==> src/shared/slc_regs.svh <==
// register offsets, field positions, reset values and timing counts of the link config bank
`ifndef SLC_REGS_SVH
`define SLC_REGS_SVH

// ****************************************
// register offsets (byte addresses)
// ****************************************
`define SLC_ADDR_TRIM_P0      12'h152
`define SLC_ADDR_TRIM_P90     12'h153
`define SLC_ADDR_LSB_CTRL     12'h160
`define SLC_ADDR_LINK_EN      12'h200
`define SLC_ADDR_OUT_MODE     12'h201
`define SLC_ADDR_KM1          12'h202
`define SLC_ADDR_SYNC_REQ     12'h203
`define SLC_ADDR_LINK_CTRL    12'h204
`define SLC_ADDR_TEST_PAT     12'h205
`define SLC_ADDR_DEV_ID       12'h206
`define SLC_ADDR_FRAME_CHARACTER_SELECT        12'h207
`define SLC_ADDR_STATUS       12'h208
`define SLC_ADDR_CHANNEL_POWER_DOWN        12'h209
`define SLC_ADDR_EXTRA_A      12'h20A
`define SLC_ADDR_EXTRA_B      12'h20B
`define SLC_ADDR_AUX_CTRL     12'h210

// ****************************************
// field positions
// ****************************************
`define SLC_BIT_STAMP_EN      0
`define SLC_BIT_LINK_EN       0
`define SLC_BIT_STAMP_RX_EN   0
`define SLC_BIT_CALSTATE_EN   1
`define SLC_BIT_PHASE90       2
`define SLC_MODE_MSB          4

// ****************************************
// reset values
// ****************************************
`define SLC_RST_LSB_CTRL      8'h00
`define SLC_RST_LINK_EN       8'h01
`define SLC_RST_OUT_MODE      8'h02
`define SLC_RST_KM1           8'h1F
`define SLC_RST_SYNC_REQ      8'h01
`define SLC_RST_LINK_CTRL     8'h02
`define SLC_RST_ZERO          8'h00
`define SLC_RST_AUX_CTRL      8'h00

// ****************************************
// timing counts
// ****************************************
`define SLC_PIPE_LAT          4

`endif

==> src/shared/slc_pkg.sv <==
// types shared by the link configuration bank
package slc_pkg;

	// host register port request
	typedef struct packed {
		logic [11:0] addr;
		logic [7:0] wdata;
		logic wr;
		logic rd;
	} slc_req_type;

	// sample stream with side bits
	typedef struct packed {
		logic valid;
		logic [7:0] data;
		logic stamp;
		logic cal_state;
	} slc_sample_type;

endpackage : slc_pkg

==> src/logic/slc_config_bank.sv <==
// configuration register bank for the serial output link and bank 5 trims
`timescale 1ns/100ps
`include "slc_regs.svh"

// Notes on behaviour
// RULE1: bank 5 phase-0 trim, 8-bit read/write, applied only in zero-degree phase.
// RULE2: bank 5 phase-90 trim, 8-bit read/write, applied only in minus-ninety phase.
// RULE3: trims load factory value at reset, read back and overwritable.
// RULE4: stamp enable bit replaces each output sample LSB with timestamp.
// RULE5: timestamp beats calibration-state when both insertions are enabled.
// RULE6: software must also set the stamp receiver enable bit.
// RULE7: stamp bit delayed by same latency as the samples it marks.
// RULE8: control-bit count advertised in lane alignment sequence stays zero.
// RULE9: link enable bit 0 resets to 1; 0 disables, 1 enables.
// RULE10: software clears link enable before changing other link registers.
// RULE11: link disabled holds link logic in reset, serializers down, clocks gated.
// RULE12: link disabled holds multiframe counter in reset, ignoring SYSREF.
// RULE13: software sets calibration enable before link enable, clears in reverse.
// RULE14: 5-bit output mode resets to 2; change only with link and cal off.
module slc_config_bank (
	// clock and reset
	input wire logic i_clk_sys,
	input wire logic i_resetn,
	// host register port
	input wire slc_pkg::slc_req_type i_req,
	output logic [7:0] o_rdata,
	// factory trim values captured after reset
	input wire logic [7:0] i_fuse_trim_p0,
	input wire logic [7:0] i_fuse_trim_p90,
	// calibration enable from the calibration block
	input wire logic i_cal_en,
	// timestamp pin, asynchronous
	input wire logic i_stamp_pin,
	// sample stream from the converter core
	input wire slc_pkg::slc_sample_type i_sample,
	output slc_pkg::slc_sample_type o_sample,
	// trim applied to bank 5
	output logic [7:0] o_bank5_trim,
	// link control outputs
	output logic o_link_rst,
	output logic o_ser_pwrdn,
	output logic o_link_clk_en,
	output logic o_lmfc_rst,
	output logic o_lmfc_align,
	output logic [4:0] o_out_mode,
	output logic [4:0] o_ila_cs,
	output logic o_mode_viol,
	// multiframe alignment event
	input wire logic i_sysref
);
	import slc_pkg::*;

	// ****************************************
	// registers
	// ****************************************
	logic [7:0] trim_p0_r;
	logic [7:0] trim_p90_r;
	logic [7:0] lsb_ctrl_r;
	logic [7:0] link_en_r;
	logic [7:0] out_mode_r;
	logic [7:0] km1_r;
	logic [7:0] sync_req_r;
	logic [7:0] link_ctrl_r;
	logic [7:0] test_pat_r;
	logic [7:0] dev_id_r;
	logic [7:0] frame_character_select_r;
	logic [7:0] channel_power_down_r;
	logic [7:0] extra_a_r;
	logic [7:0] extra_b_r;
	logic [7:0] aux_ctrl_r;
	logic fuse_load_r;
	logic mode_viol_r;
	logic [7:0] rdata_nxt;
	logic link_on;
	logic wr_mode;

	assign link_on = link_en_r[`SLC_BIT_LINK_EN];
	assign wr_mode = i_req.wr && (i_req.addr == `SLC_ADDR_OUT_MODE);

	// ****************************************
	// trim registers
	// ****************************************
	// fuse values are sampled by a clocked load after release, never under reset
	always_ff @(posedge i_clk_sys) begin
		if (!i_resetn) begin
			fuse_load_r <= 1'b1;
			trim_p0_r <= `SLC_RST_ZERO;
			trim_p90_r <= `SLC_RST_ZERO;
		end else if (fuse_load_r) begin
			fuse_load_r <= 1'b0;
			trim_p0_r <= i_fuse_trim_p0; // RULE3
			trim_p90_r <= i_fuse_trim_p90; // RULE3
		end else if (i_req.wr) begin
			if (i_req.addr == `SLC_ADDR_TRIM_P0) begin
				trim_p0_r <= i_req.wdata; // RULE1
			end
			if (i_req.addr == `SLC_ADDR_TRIM_P90) begin
				trim_p90_r <= i_req.wdata; // RULE2
			end
		end
	end

	// trim applied follows the selected clock phase
	always_ff @(posedge i_clk_sys) begin
		if (!i_resetn) begin
			o_bank5_trim <= `SLC_RST_ZERO;
		end else if (aux_ctrl_r[`SLC_BIT_PHASE90]) begin
			o_bank5_trim <= trim_p90_r; // RULE2
		end else begin
			o_bank5_trim <= trim_p0_r; // RULE1
		end
	end

	// ****************************************
	// link and control registers
	// ****************************************
	// plain read/write storage; reserved bits are kept as written
	always_ff @(posedge i_clk_sys) begin
		if (!i_resetn) begin
			lsb_ctrl_r <= `SLC_RST_LSB_CTRL; // RULE4
			link_en_r <= `SLC_RST_LINK_EN; // RULE9
			km1_r <= `SLC_RST_KM1;
			sync_req_r <= `SLC_RST_SYNC_REQ;
			link_ctrl_r <= `SLC_RST_LINK_CTRL;
			test_pat_r <= `SLC_RST_ZERO;
			dev_id_r <= `SLC_RST_ZERO;
			frame_character_select_r <= `SLC_RST_ZERO;
			channel_power_down_r <= `SLC_RST_ZERO;
			extra_a_r <= `SLC_RST_ZERO;
			extra_b_r <= `SLC_RST_ZERO;
			aux_ctrl_r <= `SLC_RST_AUX_CTRL;
		end else if (i_req.wr) begin
			unique case (i_req.addr)
				`SLC_ADDR_LSB_CTRL: lsb_ctrl_r <= i_req.wdata;
				`SLC_ADDR_LINK_EN: link_en_r <= i_req.wdata; // RULE9
				`SLC_ADDR_KM1: km1_r <= i_req.wdata;
				`SLC_ADDR_SYNC_REQ: sync_req_r <= i_req.wdata;
				`SLC_ADDR_LINK_CTRL: link_ctrl_r <= i_req.wdata;
				`SLC_ADDR_TEST_PAT: test_pat_r <= i_req.wdata;
				`SLC_ADDR_DEV_ID: dev_id_r <= i_req.wdata;
				`SLC_ADDR_FRAME_CHARACTER_SELECT: frame_character_select_r <= i_req.wdata;
				`SLC_ADDR_CHANNEL_POWER_DOWN: channel_power_down_r <= i_req.wdata;
				`SLC_ADDR_EXTRA_A: extra_a_r <= i_req.wdata;
				`SLC_ADDR_EXTRA_B: extra_b_r <= i_req.wdata;
				`SLC_ADDR_AUX_CTRL: aux_ctrl_r <= i_req.wdata;
				default: ;
			endcase
		end
	end

	// output mode: stored even if written out of order, but flagged
	always_ff @(posedge i_clk_sys) begin
		if (!i_resetn) begin
			out_mode_r <= `SLC_RST_OUT_MODE; // RULE14
		end else if (wr_mode) begin
			out_mode_r <= i_req.wdata; // RULE14
		end
	end

	// sticky flag: mode written while link or calibration was running
	always_ff @(posedge i_clk_sys) begin
		if (!i_resetn) begin
			mode_viol_r <= 1'b0;
		end else if (wr_mode && (link_on || i_cal_en)) begin
			mode_viol_r <= 1'b1; // RULE14
		end else if (i_req.wr && i_req.addr == `SLC_ADDR_STATUS) begin
			mode_viol_r <= 1'b0;
		end
	end

	// ****************************************
	// read path
	// ****************************************
	always_comb begin
		rdata_nxt = 8'h00;
		unique case (i_req.addr)
			`SLC_ADDR_TRIM_P0: rdata_nxt = trim_p0_r; // RULE3
			`SLC_ADDR_TRIM_P90: rdata_nxt = trim_p90_r;
			`SLC_ADDR_LSB_CTRL: rdata_nxt = lsb_ctrl_r;
			`SLC_ADDR_LINK_EN: rdata_nxt = link_en_r;
			`SLC_ADDR_OUT_MODE: rdata_nxt = out_mode_r;
			`SLC_ADDR_KM1: rdata_nxt = km1_r;
			`SLC_ADDR_SYNC_REQ: rdata_nxt = sync_req_r;
			`SLC_ADDR_LINK_CTRL: rdata_nxt = link_ctrl_r;
			`SLC_ADDR_TEST_PAT: rdata_nxt = test_pat_r;
			`SLC_ADDR_DEV_ID: rdata_nxt = dev_id_r;
			`SLC_ADDR_FRAME_CHARACTER_SELECT: rdata_nxt = frame_character_select_r;
			`SLC_ADDR_STATUS: rdata_nxt = {6'h00, mode_viol_r, link_on};
			`SLC_ADDR_CHANNEL_POWER_DOWN: rdata_nxt = channel_power_down_r;
			`SLC_ADDR_EXTRA_A: rdata_nxt = extra_a_r;
			`SLC_ADDR_EXTRA_B: rdata_nxt = extra_b_r;
			`SLC_ADDR_AUX_CTRL: rdata_nxt = aux_ctrl_r;
			default: rdata_nxt = 8'h00; // unmapped reads zero
		endcase
	end

	// data stand only in the cycle after the read strobe
	always_ff @(posedge i_clk_sys) begin
		if (!i_resetn) begin
			o_rdata <= 8'h00;
		end else if (i_req.rd) begin
			o_rdata <= rdata_nxt;
		end else begin
			o_rdata <= 8'h00;
		end
	end

	// ****************************************
	// link control outputs
	// ****************************************
	// a disabled link is held in reset with clocks gated to save power
	always_ff @(posedge i_clk_sys) begin
		if (!i_resetn) begin
			o_link_rst <= 1'b1;
			o_ser_pwrdn <= 1'b1;
			o_link_clk_en <= 1'b0;
			o_lmfc_rst <= 1'b1;
			o_lmfc_align <= 1'b0;
			o_out_mode <= 5'h02;
			o_ila_cs <= 5'h00;
			o_mode_viol <= 1'b0;
		end else begin
			o_link_rst <= !link_on; // RULE11
			o_ser_pwrdn <= !link_on; // RULE11
			o_link_clk_en <= link_on; // RULE11
			o_lmfc_rst <= !link_on; // RULE12
			o_lmfc_align <= link_on && i_sysref; // RULE12
			o_out_mode <= out_mode_r[`SLC_MODE_MSB:0];
			o_ila_cs <= 5'h00; // RULE8
			o_mode_viol <= mode_viol_r;
		end
	end

	// ****************************************
	// timestamp insertion
	// ****************************************
	// pin synchroniser; first stage feeds only the second
	logic stamp_s1_r;
	logic stamp_s2_r;
	logic stamp_gate;
	always_ff @(posedge i_clk_sys) begin
		if (!i_resetn) begin
			stamp_s1_r <= 1'b0;
			stamp_s2_r <= 1'b0;
		end else begin
			stamp_s1_r <= i_stamp_pin;
			stamp_s2_r <= stamp_s1_r;
		end
	end
	// receiver enable gates the pin; software must set it with the stamp enable
	assign stamp_gate = stamp_s2_r && aux_ctrl_r[`SLC_BIT_STAMP_RX_EN]; // RULE6

	// stamp and sample travel the same pipeline so latency matches
	slc_sample_type pipe_r [`SLC_PIPE_LAT];
	slc_sample_type stage_in;
	slc_sample_type last;
	always_comb begin
		stage_in = i_sample;
		stage_in.stamp = stamp_gate; // RULE7
	end

	always_ff @(posedge i_clk_sys) begin
		if (!i_resetn) begin
			for (int i = 0; i < `SLC_PIPE_LAT; i++) begin
				pipe_r[i] <= '0;
			end
		end else begin
			pipe_r[0] <= stage_in; // RULE7
			for (int i = 1; i < `SLC_PIPE_LAT; i++) begin
				pipe_r[i] <= pipe_r[i-1]; // RULE7
			end
		end
	end

	assign last = pipe_r[`SLC_PIPE_LAT-1];

	// lsb substitution: timestamp wins over calibration state
	always_ff @(posedge i_clk_sys) begin
		if (!i_resetn) begin
			o_sample <= '0;
		end else begin
			o_sample <= last;
			if (lsb_ctrl_r[`SLC_BIT_STAMP_EN]) begin
				o_sample.data[0] <= last.stamp; // RULE4 RULE5
			end else if (aux_ctrl_r[`SLC_BIT_CALSTATE_EN]) begin
				o_sample.data[0] <= last.cal_state;
			end
		end
	end

endmodule : slc_config_bank

==> config.mk <==
export PLATFORM = sky130hd
export DESIGN_NAME = slc_config_bank
export DESIGN_NICKNAME = d
export VERILOG_FILES = /design/src/shared/slc_pkg.sv /design/src/logic/slc_config_bank.sv
export VERILOG_INCLUDE_DIRS = /design/src /design/src/shared
export SDC_FILE = /design/constraint.sdc
export NUM_CORES = 1
export LEC_CHECK = 0
export ABC_AREA = 0
export BUFFER_PORTS_ARGS = -buffer_cell sky130_fd_sc_hd__buf_2
export CORE_AREA = 2 2 158 222
export CTS_CLUSTER_SIZE = 30
export DETAILED_ROUTE_END_ITERATION = 12
export DIE_AREA = 0 0 160 224
export REMOVE_ABC_BUFFERS = 1
export SETUP_SLACK_MARGIN = 0.2
export SLEW_MARGIN = 20
export SYNTH_ARGS = -nofsm -noshare
export SYNTH_HDL_FRONTEND = slang
export SYNTH_SLANG_ARGS = --single-unit
==> constraint.sdc <==
create_clock -name i_clk_sys -period 1.75 [get_ports i_clk_sys]
set_clock_uncertainty 0.05 [all_clocks]
set_input_delay 0 -clock i_clk_sys [delete_from_list [all_inputs] [get_ports i_clk_sys]]
set_output_delay 0 -clock i_clk_sys [all_outputs]
set_load 0.05 [all_outputs]
==> impl_metrics.json, run 1 <==
{
  "critPathLaunchType": "flop",
  "detail_route.vias_per_cell": 4.55,
  "synthDistinctLibCells": 61,
  "reg.largest.list": "pipe_r x44, o_sample x11",
  "clk-insertion-delay-late_ns": 0.51,
  "number_of_buffers_inserted_during_clock_tree_synthesis": 22,
  "antenna_found_initial": 0,
  "max-clock-path-buffers": 3,
  "routabilityCongestion": 0.881,
  "clock_tree.htree_level_count": 1,
  "grt_max_degree": 66,
  "synthTopCellsByArea": "dfxtp_1 (49%), mux2i_1 (12%), and2_1 (4.6%)",
  "slew-limit-headroom_pct": 62.8,
  "vias": 6957,
  "worst-endpoint-required_ns": 2.10,
  "top_reg_cell_synth": "dfxtp_1",
  "grt_remaining_overflow": 0,
  "fmax_mhz": 653,
  "initial_utilization_pct": 24.7,
  "post_drt_wl_per_cell_um": 17.5,
  "grt_pass1_vias": 6971,
  "design.final.nets": 1115,
  "netlist_instances": 874,
  "syn-mean-instance-area_sq_um": 9.56,
  "antennaDiodeCount": 0,
  "async_flop_share_pct": 0,
  "grt_first_pass_wirelength_mm": 40.8,
  "floorplan.die.width_um": 160,
  "top_level_ports": 97,
  "cellPowerDensity_nw_per_um2": 920,
  "worst_hold_path_type": "input pin to flop",
  "core-area_sq_um": 33800,
  "root_buffer": "clkbuf_16",
  "number_of_slew_limit_violations_in_the_final_report": 0,
  "cts_num_sinks": 204,
  "peakVddDrop_v": 0.000711,
  "crit_path_top_delay_cell": "dfxtp_1",
  "drtPass1Iterations": 4,
  "rows": 80,
  "syn-cell-area_sq_um": 8350,
  "synth_top_area_cell": "dfxtp_1",
  "portBuffers": 90,
  "synth-seq-area-share_pct": 48.9,
  "crit_type": "flop to flop",
  "grt_use_total_pct": 14.7,
  "final_setup_violating_endpoints": 0,
  "final_hold_violation_count": 0,
  "rsz0062_at_grt": "true",
  "flow.area_growth_from_synthesis_pct": 32.6,
  "path_clk_slew_ns": 0.07,
  "post_cts_buffers": 0,
  "die_y_um": 224,
  "ys_ff_latch": 204,
  "post_route_cells_drive_above_1_share_pct": 26.1,
  "die_area_sq_um": 35800,
  "outcome": "finished clean",
  "warnings_synthesis": 0,
  "worst-endpoint-arrival_ns": 1.88,
  "ant_nets": 0,
  "tightestPinTransition_ns": 0.557,
  "dp.final_hpwl_mm": 19.2,
  "finalWirelength_mm": 26.8,
  "cts_tree": "built",
  "number_of_flops_mapped_to_enable_cells_by_yosys": 0,
  "critPathMaxStageDelay_ns": 0.31,
  "drv_cap": 0,
  "power.leakage_nw": 4.53,
  "worstPathCellList": "mux2_2, a32oi_2, o21ai_1, a221oi_2, a21oi_1",
  "largest_register_ffs": 44,
  "fin_crit_ns": 1.53,
  "cp-end-kind": "flop",
  "timing.setup.tns_ns": 0,
  "post-synth-top-area-fraction_pct": 48.9,
  "critPathMaxFanout": 2,
  "drt_iter0_markers": 462,
  "register_with_the_highest_flop_count": "pipe_r",
  "drc": 0,
  "layout.core_utilization_pct": 32.7,
  "fin_crit_sh_pct": 87.5
}
==> final cells by class <==
type | count | area (sq um)
inverters | 3 | 12.5
flip-flops and latches | 204 | 4090
fillers | 3589 | 22800
multi-input cells | 598 | 3970
repair buffers | 232 | 1720
clock buffers | 32 | 639
clock inverters | 8 | 82.6
well taps | 451 | 564
==> report_power, final <==
part	leakage, nW	internal [W]	switching [W]	total, W
Clock	0.345	0.00271	0.00195	0.00466
Sequential	1.65	0.00471	0.0000255	0.00474
Combinational	2.53	0.000310	0.000479	0.000789
==> synth_stat cells (7+ instances only) <==
cell	instances
and2_1	61
mux2_2	21
o21ai_0	37
dfxtp_1	204
and3_1	7
mux2i_1	103
a21oi_1	60
a32oi_1	10
nand3_1	15
buf_2	11
buf_4	8
clkbuf_1	45
a31oi_1	8
nor2_1	100
a22oi_1	12
nor3_1	8
nand2_1	82
==> logic make-up after synthesis <==
group,count (synthesis),synth area share (%)
AOI/OAI and AO/OA,153,11.4
muxes,130,16.1
DFF,204,48.9
and+or+nand+nor,310,18.8
other,1,0.0449
buffers and inverters,76,4.72
==> stage by stage <==
stage	total power, W	hold slack [ns]	instances	area [sq um]	setup WS, ns
2_1_floorplan	0.00513	0.0119	805	7990	-0.672
3_3_place_gp	0.00555	0.155	1446	9850	-0.302
3_5_place_dp	0.00555	0.161	1446	9850	-0.302
4_1_cts	0.0103	0.0760	1528	11000	0.201
5_1_grt	0.0105	0.112	1528	11100	0.159
6_report	0.0102	0.0965	1528	11100	0.220
==> cell usage in the layout (no fill, tap or decap), types with 8 or more instances in the layout <==
master         Yosys  layout
nand3_1           15      15
buf_12             0       8
dlygate4sd3_1      0      42
o21ai_0           37      33
nor2_1           100     100
mux2i_1          103     103
mux2_2            21      21
buf_4              8      92
and2_1            61      61
a21oi_1           60      58
a32oi_1           10       8
nand2_1           82      82
buf_2             11      90
nor3_1             8       8
dfxtp_1          204     203
a22oi_1           12      11
clkbuf_16          0      23
==> path summary, 6_finish.rpt <==
kind / start / slack, ns / end / depth (start not counted)
max reg2reg: sync_req_r[4] / 0.22 / o_rdata[4] / 5
min: i_req[1] / 0.1 / lsb_ctrl_r[1] / 4
min reg2reg: pipe_r[2][1] / 0.38 / pipe_r[3][1] / 1
max: sync_req_r[4] / 0.22 / o_rdata[4] / 5
==> metal layers <==
layer / wire length [um] / GRT usage [%] / share of wire, % / vias up
met5: 0 / 0 / 0 / -
met3: 1200 / 2.24 / 4.5 / 68
met1: 10900 / 17.0 / 41 / 3322
li1: - / - / - / 3384
met2: 13200 / 25.8 / 49 / 183
met4: 1480 / 8.57 / 5.5 / 0
==> critical path: cells and delay by family (launching register included) <==
| family | cells | cell delay (ns) |
|---|---|---|
| AO/OA/AOI/OAI | 4 | 0.77 |
| flip-flops | 1 | 0.31 |
| multiplexers | 1 | 0.27 |
==> repair_timing <==
action | 4_1_cts | 5_1_grt
resized for setup | 9 | 11
gates cloned | 0 | 0
pin swaps | 3 | 3
endpoints found under the setup margin | 4 | 6
hold endpoints to repair | 154 | 0
hold buffers | 42 | 0
Power figures use the tool's default switching activity.
==> run 2, diff against run 1 <==
--- a/config.mk
+++ b/config.mk
@@ -8,10 +8,13 @@
 export LEC_CHECK = 0
 export ABC_AREA = 0
 export BUFFER_PORTS_ARGS = -buffer_cell sky130_fd_sc_hd__buf_2
+export CELL_PAD_IN_SITES_DETAIL_PLACEMENT = 2
+export CELL_PAD_IN_SITES_GLOBAL_PLACEMENT = 2
 export CORE_AREA = 2 2 158 222
 export CTS_CLUSTER_SIZE = 30
 export DETAILED_ROUTE_END_ITERATION = 12
 export DIE_AREA = 0 0 160 224
+export PLACE_DENSITY_LB_ADDON = 0.1
 export REMOVE_ABC_BUFFERS = 1
 export SETUP_SLACK_MARGIN = 0.2
 export SLEW_MARGIN = 20
==> run 2 against run 1 <==
  * Non-clock buffer count is 19 higher
  * Wire length is 24% higher
  * First-iteration DRC count is 30% lower
  * Setup slack worse by 0.036 ns
  * Sequential share of layout area is 0.53 points lower
  * Critical path depth stayed put
  * Critical path type unchanged
==> impl_metrics.json, run 2 (synthesis results as in run 1) <==
{
  "clock_power_share_pct": 46.4,
  "placed_area_sq_um": 10000,
  "grt_use_total_pct": 18.6,
  "critPathMaxStageDelay_ns": 0.38,
  "portBuffers": 90,
  "clock_tree.htree_level_count": 1,
  "fin_crit_ns": 1.57,
  "clk-insertion-delay-late_ns": 0.53,
  "path_clk_slew_ns": 0.06,
  "layout.core_utilization_pct": 33.2,
  "grt_max_degree": 73,
  "grt_first_pass_wirelength_mm": 50.3,
  "outcome": "finished clean",
  "worst-endpoint-arrival_ns": 1.91,
  "drtPass1Iterations": 4,
  "critPathLaunchType": "flop",
  "root_buffer": "clkbuf_16",
  "power.share.sequential_pct": 45.6,
  "detail_route.vias_per_cell": 4.64,
  "die_y_um": 224,
  "drt_iter0_markers": 322,
  "largest_register_ffs": 44,
  "number_of_buffers_inserted_during_clock_tree_synthesis": 24,
  "p_int_w": 0.00786,
  "number_of_slew_limit_violations_in_the_final_report": 0,
  "dp.final_hpwl_mm": 24.1,
  "antenna_found_initial": 1,
  "grt_remaining_overflow": 0,
  "critPathMaxFanout": 3,
  "switching_share_pct": 24.5,
  "post_drt_wl_per_cell_um": 21.4,
  "p_comb_share_pct": 8.0,
  "power.switching_w": 0.00255,
  "finalWirelength_mm": 33.2,
  "top_level_ports": 97,
  "final_hold_violation_count": 0,
  "tightestPinTransition_ns": 0.566,
  "layout.cell_area.non_filler_sq_um": 11200,
  "core-area_sq_um": 33800,
  "vias": 7186,
  "power.leakage_nw": 4.63,
  "layout_commonest_cell": "dfxtp_1",
  "initial_utilization_pct": 24.7,
  "antennaDiodeCount": 0,
  "peakVddDrop_v": 0.000608,
  "timing.setup.tns_ns": 0,
  "register_area_sq_um": 4090,
  "rsz0062_at_grt": "true",
  "routabilityCongestion": 0.823,
  "mostFrequentLayoutCells": "dfxtp_1 (200), buf_4 (112), mux2i_1 (102)",
  "fin_crit_sh_pct": 89.5,
  "cts_tree": "built",
  "worst-endpoint-required_ns": 2.09,
  "drv_cap": 0,
  "crit_path_top_delay_cell": "a311o_1",
  "register_with_the_highest_flop_count": "pipe_r",
  "grt_pass1_vias": 7889,
  "floorplan.die.width_um": 160,
  "crit_type": "flop to flop",
  "post_route_cells_drive_above_1_share_pct": 27.5,
  "worstPathCellList": "mux2i_4, o32ai_2, a311o_1, a32oi_2, a31oi_1",
  "reg.largest.list": "pipe_r x44, o_sample x11",
  "flow.area_growth_from_synthesis_pct": 34.7,
  "post_cts_buffers": 0,
  "area_occupied_by_multi_input_gates_sq_um": 3970,
  "cp-end-kind": "flop",
  "die_area_sq_um": 35800,
  "filler_instances": 3808,
  "design.final.nets": 1136,
  "hold_ws_ns": 0.0507,
  "cts_num_sinks": 204,
  "fmax_mhz": 638,
  "final_setup_violating_endpoints": 0,
  "ant_nets": 0,
  "worst_hold_path_type": "input pin to flop",
  "slew-limit-headroom_pct": 62.3,
  "rows": 80,
  "max-clock-path-buffers": 3,
  "cellPowerDensity_nw_per_um2": 925,
  "drc": 0
}
## run 2: cell types whose count changed in the layout (fill, tap and decap cells not counted), sizes merged
cell	previous run	this run
clkinvlp	3	0
inv	4	3
buf	190	211
clkbuf	32	38
dlygate4sd3	42	40
## run 2: final cells by class
class                           count  area share, %
Clock inverter                      4          0.501
Inverter                            3          0.122
Tap cell                          451           5.02
Timing Repair Buffer              251           16.6
Sequential cell                   204           36.4
Clock buffer                       38           6.07
Multi-Input combinational cell    598           35.3
## run 2: through the flow
stage	total power [W]	instances	setup WS, ns
6_report	0.0104	1549	0.184
2_1_floorplan	0.00513	805	-0.672
3_3_place_gp	0.00561	1467	-0.180
3_5_place_dp	0.00561	1467	-0.258
4_1_cts	0.0106	1549	0.211
5_1_grt	0.0108	1549	0.128
## run 2: power by group through the flow
stage,Clock [W],Sequential (W),Combinational [W]
floorplan,0,0.00490,0.000231
CTS,0.00503,0.00474,0.000846
global placement,0,0.00484,0.000764
finish,0.00482,0.00474,0.000836
detailed placement,0,0.00485,0.000768
global route,0.00520,0.00475,0.000901
## run 2: path summary, 6_finish.rpt
kind | startpoint | endpoint | slack, ns | cells past startpoint
hold reg to reg | pipe_r[0][3] | pipe_r[1][3] | 0.38 | 1
hold / removal | i_req[11] | mode_viol_r | 0.05 | 5
setup / recovery | out_mode_r[1] | o_rdata[1] | 0.18 | 5
setup reg to reg | out_mode_r[1] | o_rdata[1] | 0.18 | 5
## run 2: worst max-delay path: cells and delay by family (launching register included)
kind	cells	cell delay, ns
flops	1	0.34
compound gates	4	0.88
mux	1	0.16
## run 2: layer usage
| layer | up-vias | GRT usage [%] | wire length (um) |
|---|---|---|---|
| li1 | 3422 | - | - |
| met1 | 3581 | 21.3 | 13500 |
| met2 | 142 | 35.3 | 17500 |
| met3 | 41 | 2.50 | 1300 |
| met4 | 0 | 6.36 | 940 |
| met5 | - | 0 | 0 |
## run 2: repair_timing
action                                  in CTS  in global routing
endpoints found under the setup margin       3                  7
gates cloned                                 0                  0
hold endpoints to repair                   139                  0
pin swaps                                    2                  7
hold buffers                                40                  0
resized for setup                            6                 16
==> run 3, diff against run 2 <==
--- a/config.mk
+++ b/config.mk
@@ -8,6 +8,7 @@
 export LEC_CHECK = 0
 export ABC_AREA = 0
 export BUFFER_PORTS_ARGS = -buffer_cell sky130_fd_sc_hd__buf_2
+export CAP_MARGIN = 30
 export CELL_PAD_IN_SITES_DETAIL_PLACEMENT = 2
 export CELL_PAD_IN_SITES_GLOBAL_PLACEMENT = 2
 export CORE_AREA = 2 2 158 222
@@ -16,7 +17,6 @@
 export DIE_AREA = 0 0 160 224
 export PLACE_DENSITY_LB_ADDON = 0.1
 export REMOVE_ABC_BUFFERS = 1
-export SETUP_SLACK_MARGIN = 0.2
 export SLEW_MARGIN = 20
 export SYNTH_ARGS = -nofsm -noshare
 export SYNTH_HDL_FRONTEND = slang
==> run 3 against run 2 <==
  * Die area stayed put
  * Clock-buffer cell count stayed put
  * Final cell count did not move
  * Critical path type unchanged
  * Largest cell class unchanged
==> impl_metrics.json, run 3 (synthesis results as in run 1) <==
{
  "fin_crit_sh_pct": 92.5,
  "ant_nets": 0,
  "post_drt_wl_per_cell_um": 21.3,
  "worst-endpoint-arrival_ns": 1.96,
  "cts_repair_resize_count": 0,
  "met2_length_mm": 17.3,
  "fmax_mhz": 618,
  "dr_wl_met3_mm": 1.19,
  "path_clk_slew_ns": 0.06,
  "largest_register_ffs": 44,
  "wl_met1_mm": 13.5,
  "routabilityCongestion": 0.823,
  "drc": 0,
  "max-clock-path-buffers": 3,
  "flow.area_growth_from_synthesis_pct": 33.6,
  "root_buffer": "clkbuf_16",
  "post_route_cells_drive_above_1_share_pct": 26.0,
  "top_level_ports": 97,
  "fin_crit_ns": 1.62,
  "final_setup_violating_endpoints": 0,
  "layout_commonest_cell": "dfxtp_1",
  "antennaDiodeCount": 0,
  "initial_utilization_pct": 24.7,
  "power.leakage_nw": 4.61,
  "placed_area_sq_um": 10000,
  "top_layer_used": "met4",
  "mostFrequentLayoutCells": "dfxtp_1 (204), buf_4 (112), mux2i_1 (103)",
  "cellPowerDensity_nw_per_um2": 930,
  "number_of_buffers_inserted_during_clock_tree_synthesis": 24,
  "dp.cells": 1467,
  "dp.final_hpwl_mm": 24.1,
  "cts_tree": "built",
  "grt_pass1_vias": 7884,
  "grt_remaining_overflow": 0,
  "outcome": "finished clean",
  "number_of_slew_limit_violations_in_the_final_report": 0,
  "register_with_the_highest_flop_count": "pipe_r",
  "cp-end-kind": "flop",
  "grt_first_pass_wirelength_mm": 50.2,
  "finalWirelength_mm": 33.1,
  "grt_use_total_pct": 18.6,
  "tightestPinTransition_ns": 0.544,
  "cts_num_sinks": 204,
  "rows": 80,
  "design.final.nets": 1136,
  "worst_hold_path_type": "input pin to flop",
  "floorplan.die.width_um": 160,
  "peakVddDrop_v": 0.000608,
  "detail_route.vias_per_cell": 4.61,
  "drt_iter0_markers": 291,
  "worst-endpoint-required_ns": 2.09,
  "reg.largest.list": "pipe_r x44, o_sample x11",
  "portBuffers": 90,
  "layout.cell_area.non_filler_sq_um": 11200,
  "die_y_um": 224,
  "critPathLaunchType": "flop",
  "drv_cap": 0,
  "drtPass1Iterations": 4,
  "grt_max_degree": 73,
  "rsz0062_at_grt": "false",
  "critPathMaxFanout": 3,
  "clk-insertion-delay-late_ns": 0.53,
  "vias": 7139,
  "die_area_sq_um": 35800,
  "crit_type": "flop to flop",
  "clock_tree.htree_level_count": 1,
  "core-area_sq_um": 33800,
  "final_cells": 1549,
  "antenna_found_initial": 1,
  "final_hold_violation_count": 0,
  "slew-limit-headroom_pct": 63.7
}
-- run 3: cell types whose count changed in the layout (fill, tap and decap cells not counted), moves of 2 or more --
cell | before | now
a221oi_1 | 0 | 2
a221oi_2 | 2 | 0
a22oi_1 | 10 | 12
a22oi_2 | 2 | 0
dfxtp_1 | 200 | 204
dfxtp_2 | 4 | 0
o21ai_0 | 34 | 37
o21ai_1 | 2 | 0
-- run 3: path summary, 6_finish.rpt --
check	startpoint	cells after the start	slack, ns	end
hold reg to reg	pipe_r[0][3]	1	0.38	pipe_r[1][3]
hold / removal	i_req[11]	5	0.05	mode_viol_r
setup / recovery	out_mode_r[1]	5	0.13	o_rdata[1]
setup reg to reg	out_mode_r[1]	5	0.13	o_rdata[1]
-- run 3: critical path, stage by stage (launching register included) --
cell and delay (ns):
dfxtp_1 0.32, mux2i_1 0.23, o32ai_1 0.17, a311o_1 0.33
a32oi_1 0.28, a31oi_1 0.12
-- run 3: through the flow --
step / total power (W) / hold slack (ns) / setup TNS, ns / setup slack, ns / utilization, %
2_1_floorplan: 0.00513 / 0.0119 / -56.04 / -0.672 / -
3_3_place_gp: 0.00561 / 0.156 / -7.21 / -0.180 / 29.6
3_5_place_dp: 0.00561 / 0.161 / -11.04 / -0.258 / 29.6
4_1_cts: 0.0106 / 0.0266 / 0 / 0.125 / 33.0
5_1_grt: 0.0108 / 0.0664 / 0 / 0.0110 / 33.0
6_report: 0.0104 / 0.0452 / 0 / 0.131 / 33.0
-- run 3: power by group --
part / internal (W) / switching [W]
logic: 0.000323 / 0.000503
registers: 0.00471 / 0.0000293
clock network: 0.00281 / 0.00200
-- run 3: cell type report --
cell class                      count  area, sq um
Fill cell                        3812        22700
Sequential cell                   204         4080
Multi-Input combinational cell    598         3890
Timing Repair Buffer              251         1870
Clock buffer                       38          683
Tap cell                          451          564
Clock inverter                      4         56.3
Inverter                            3         13.8
-- run 3: layer usage --
| layer | up-vias | track usage, % |
|---|---|---|
| met5 | - | 0 |
| met4 | 0 | 6.51 |
| met3 | 48 | 2.52 |
| met2 | 139 | 35.2 |
| met1 | 3535 | 21.3 |
| li1 | 3417 | - |
-- run 3: timing repair --
item                                   4_1_cts  5_1_grt
endpoints found under the hold margin      139        0
hold buffers                                40        0
buffers inserted                             0        0
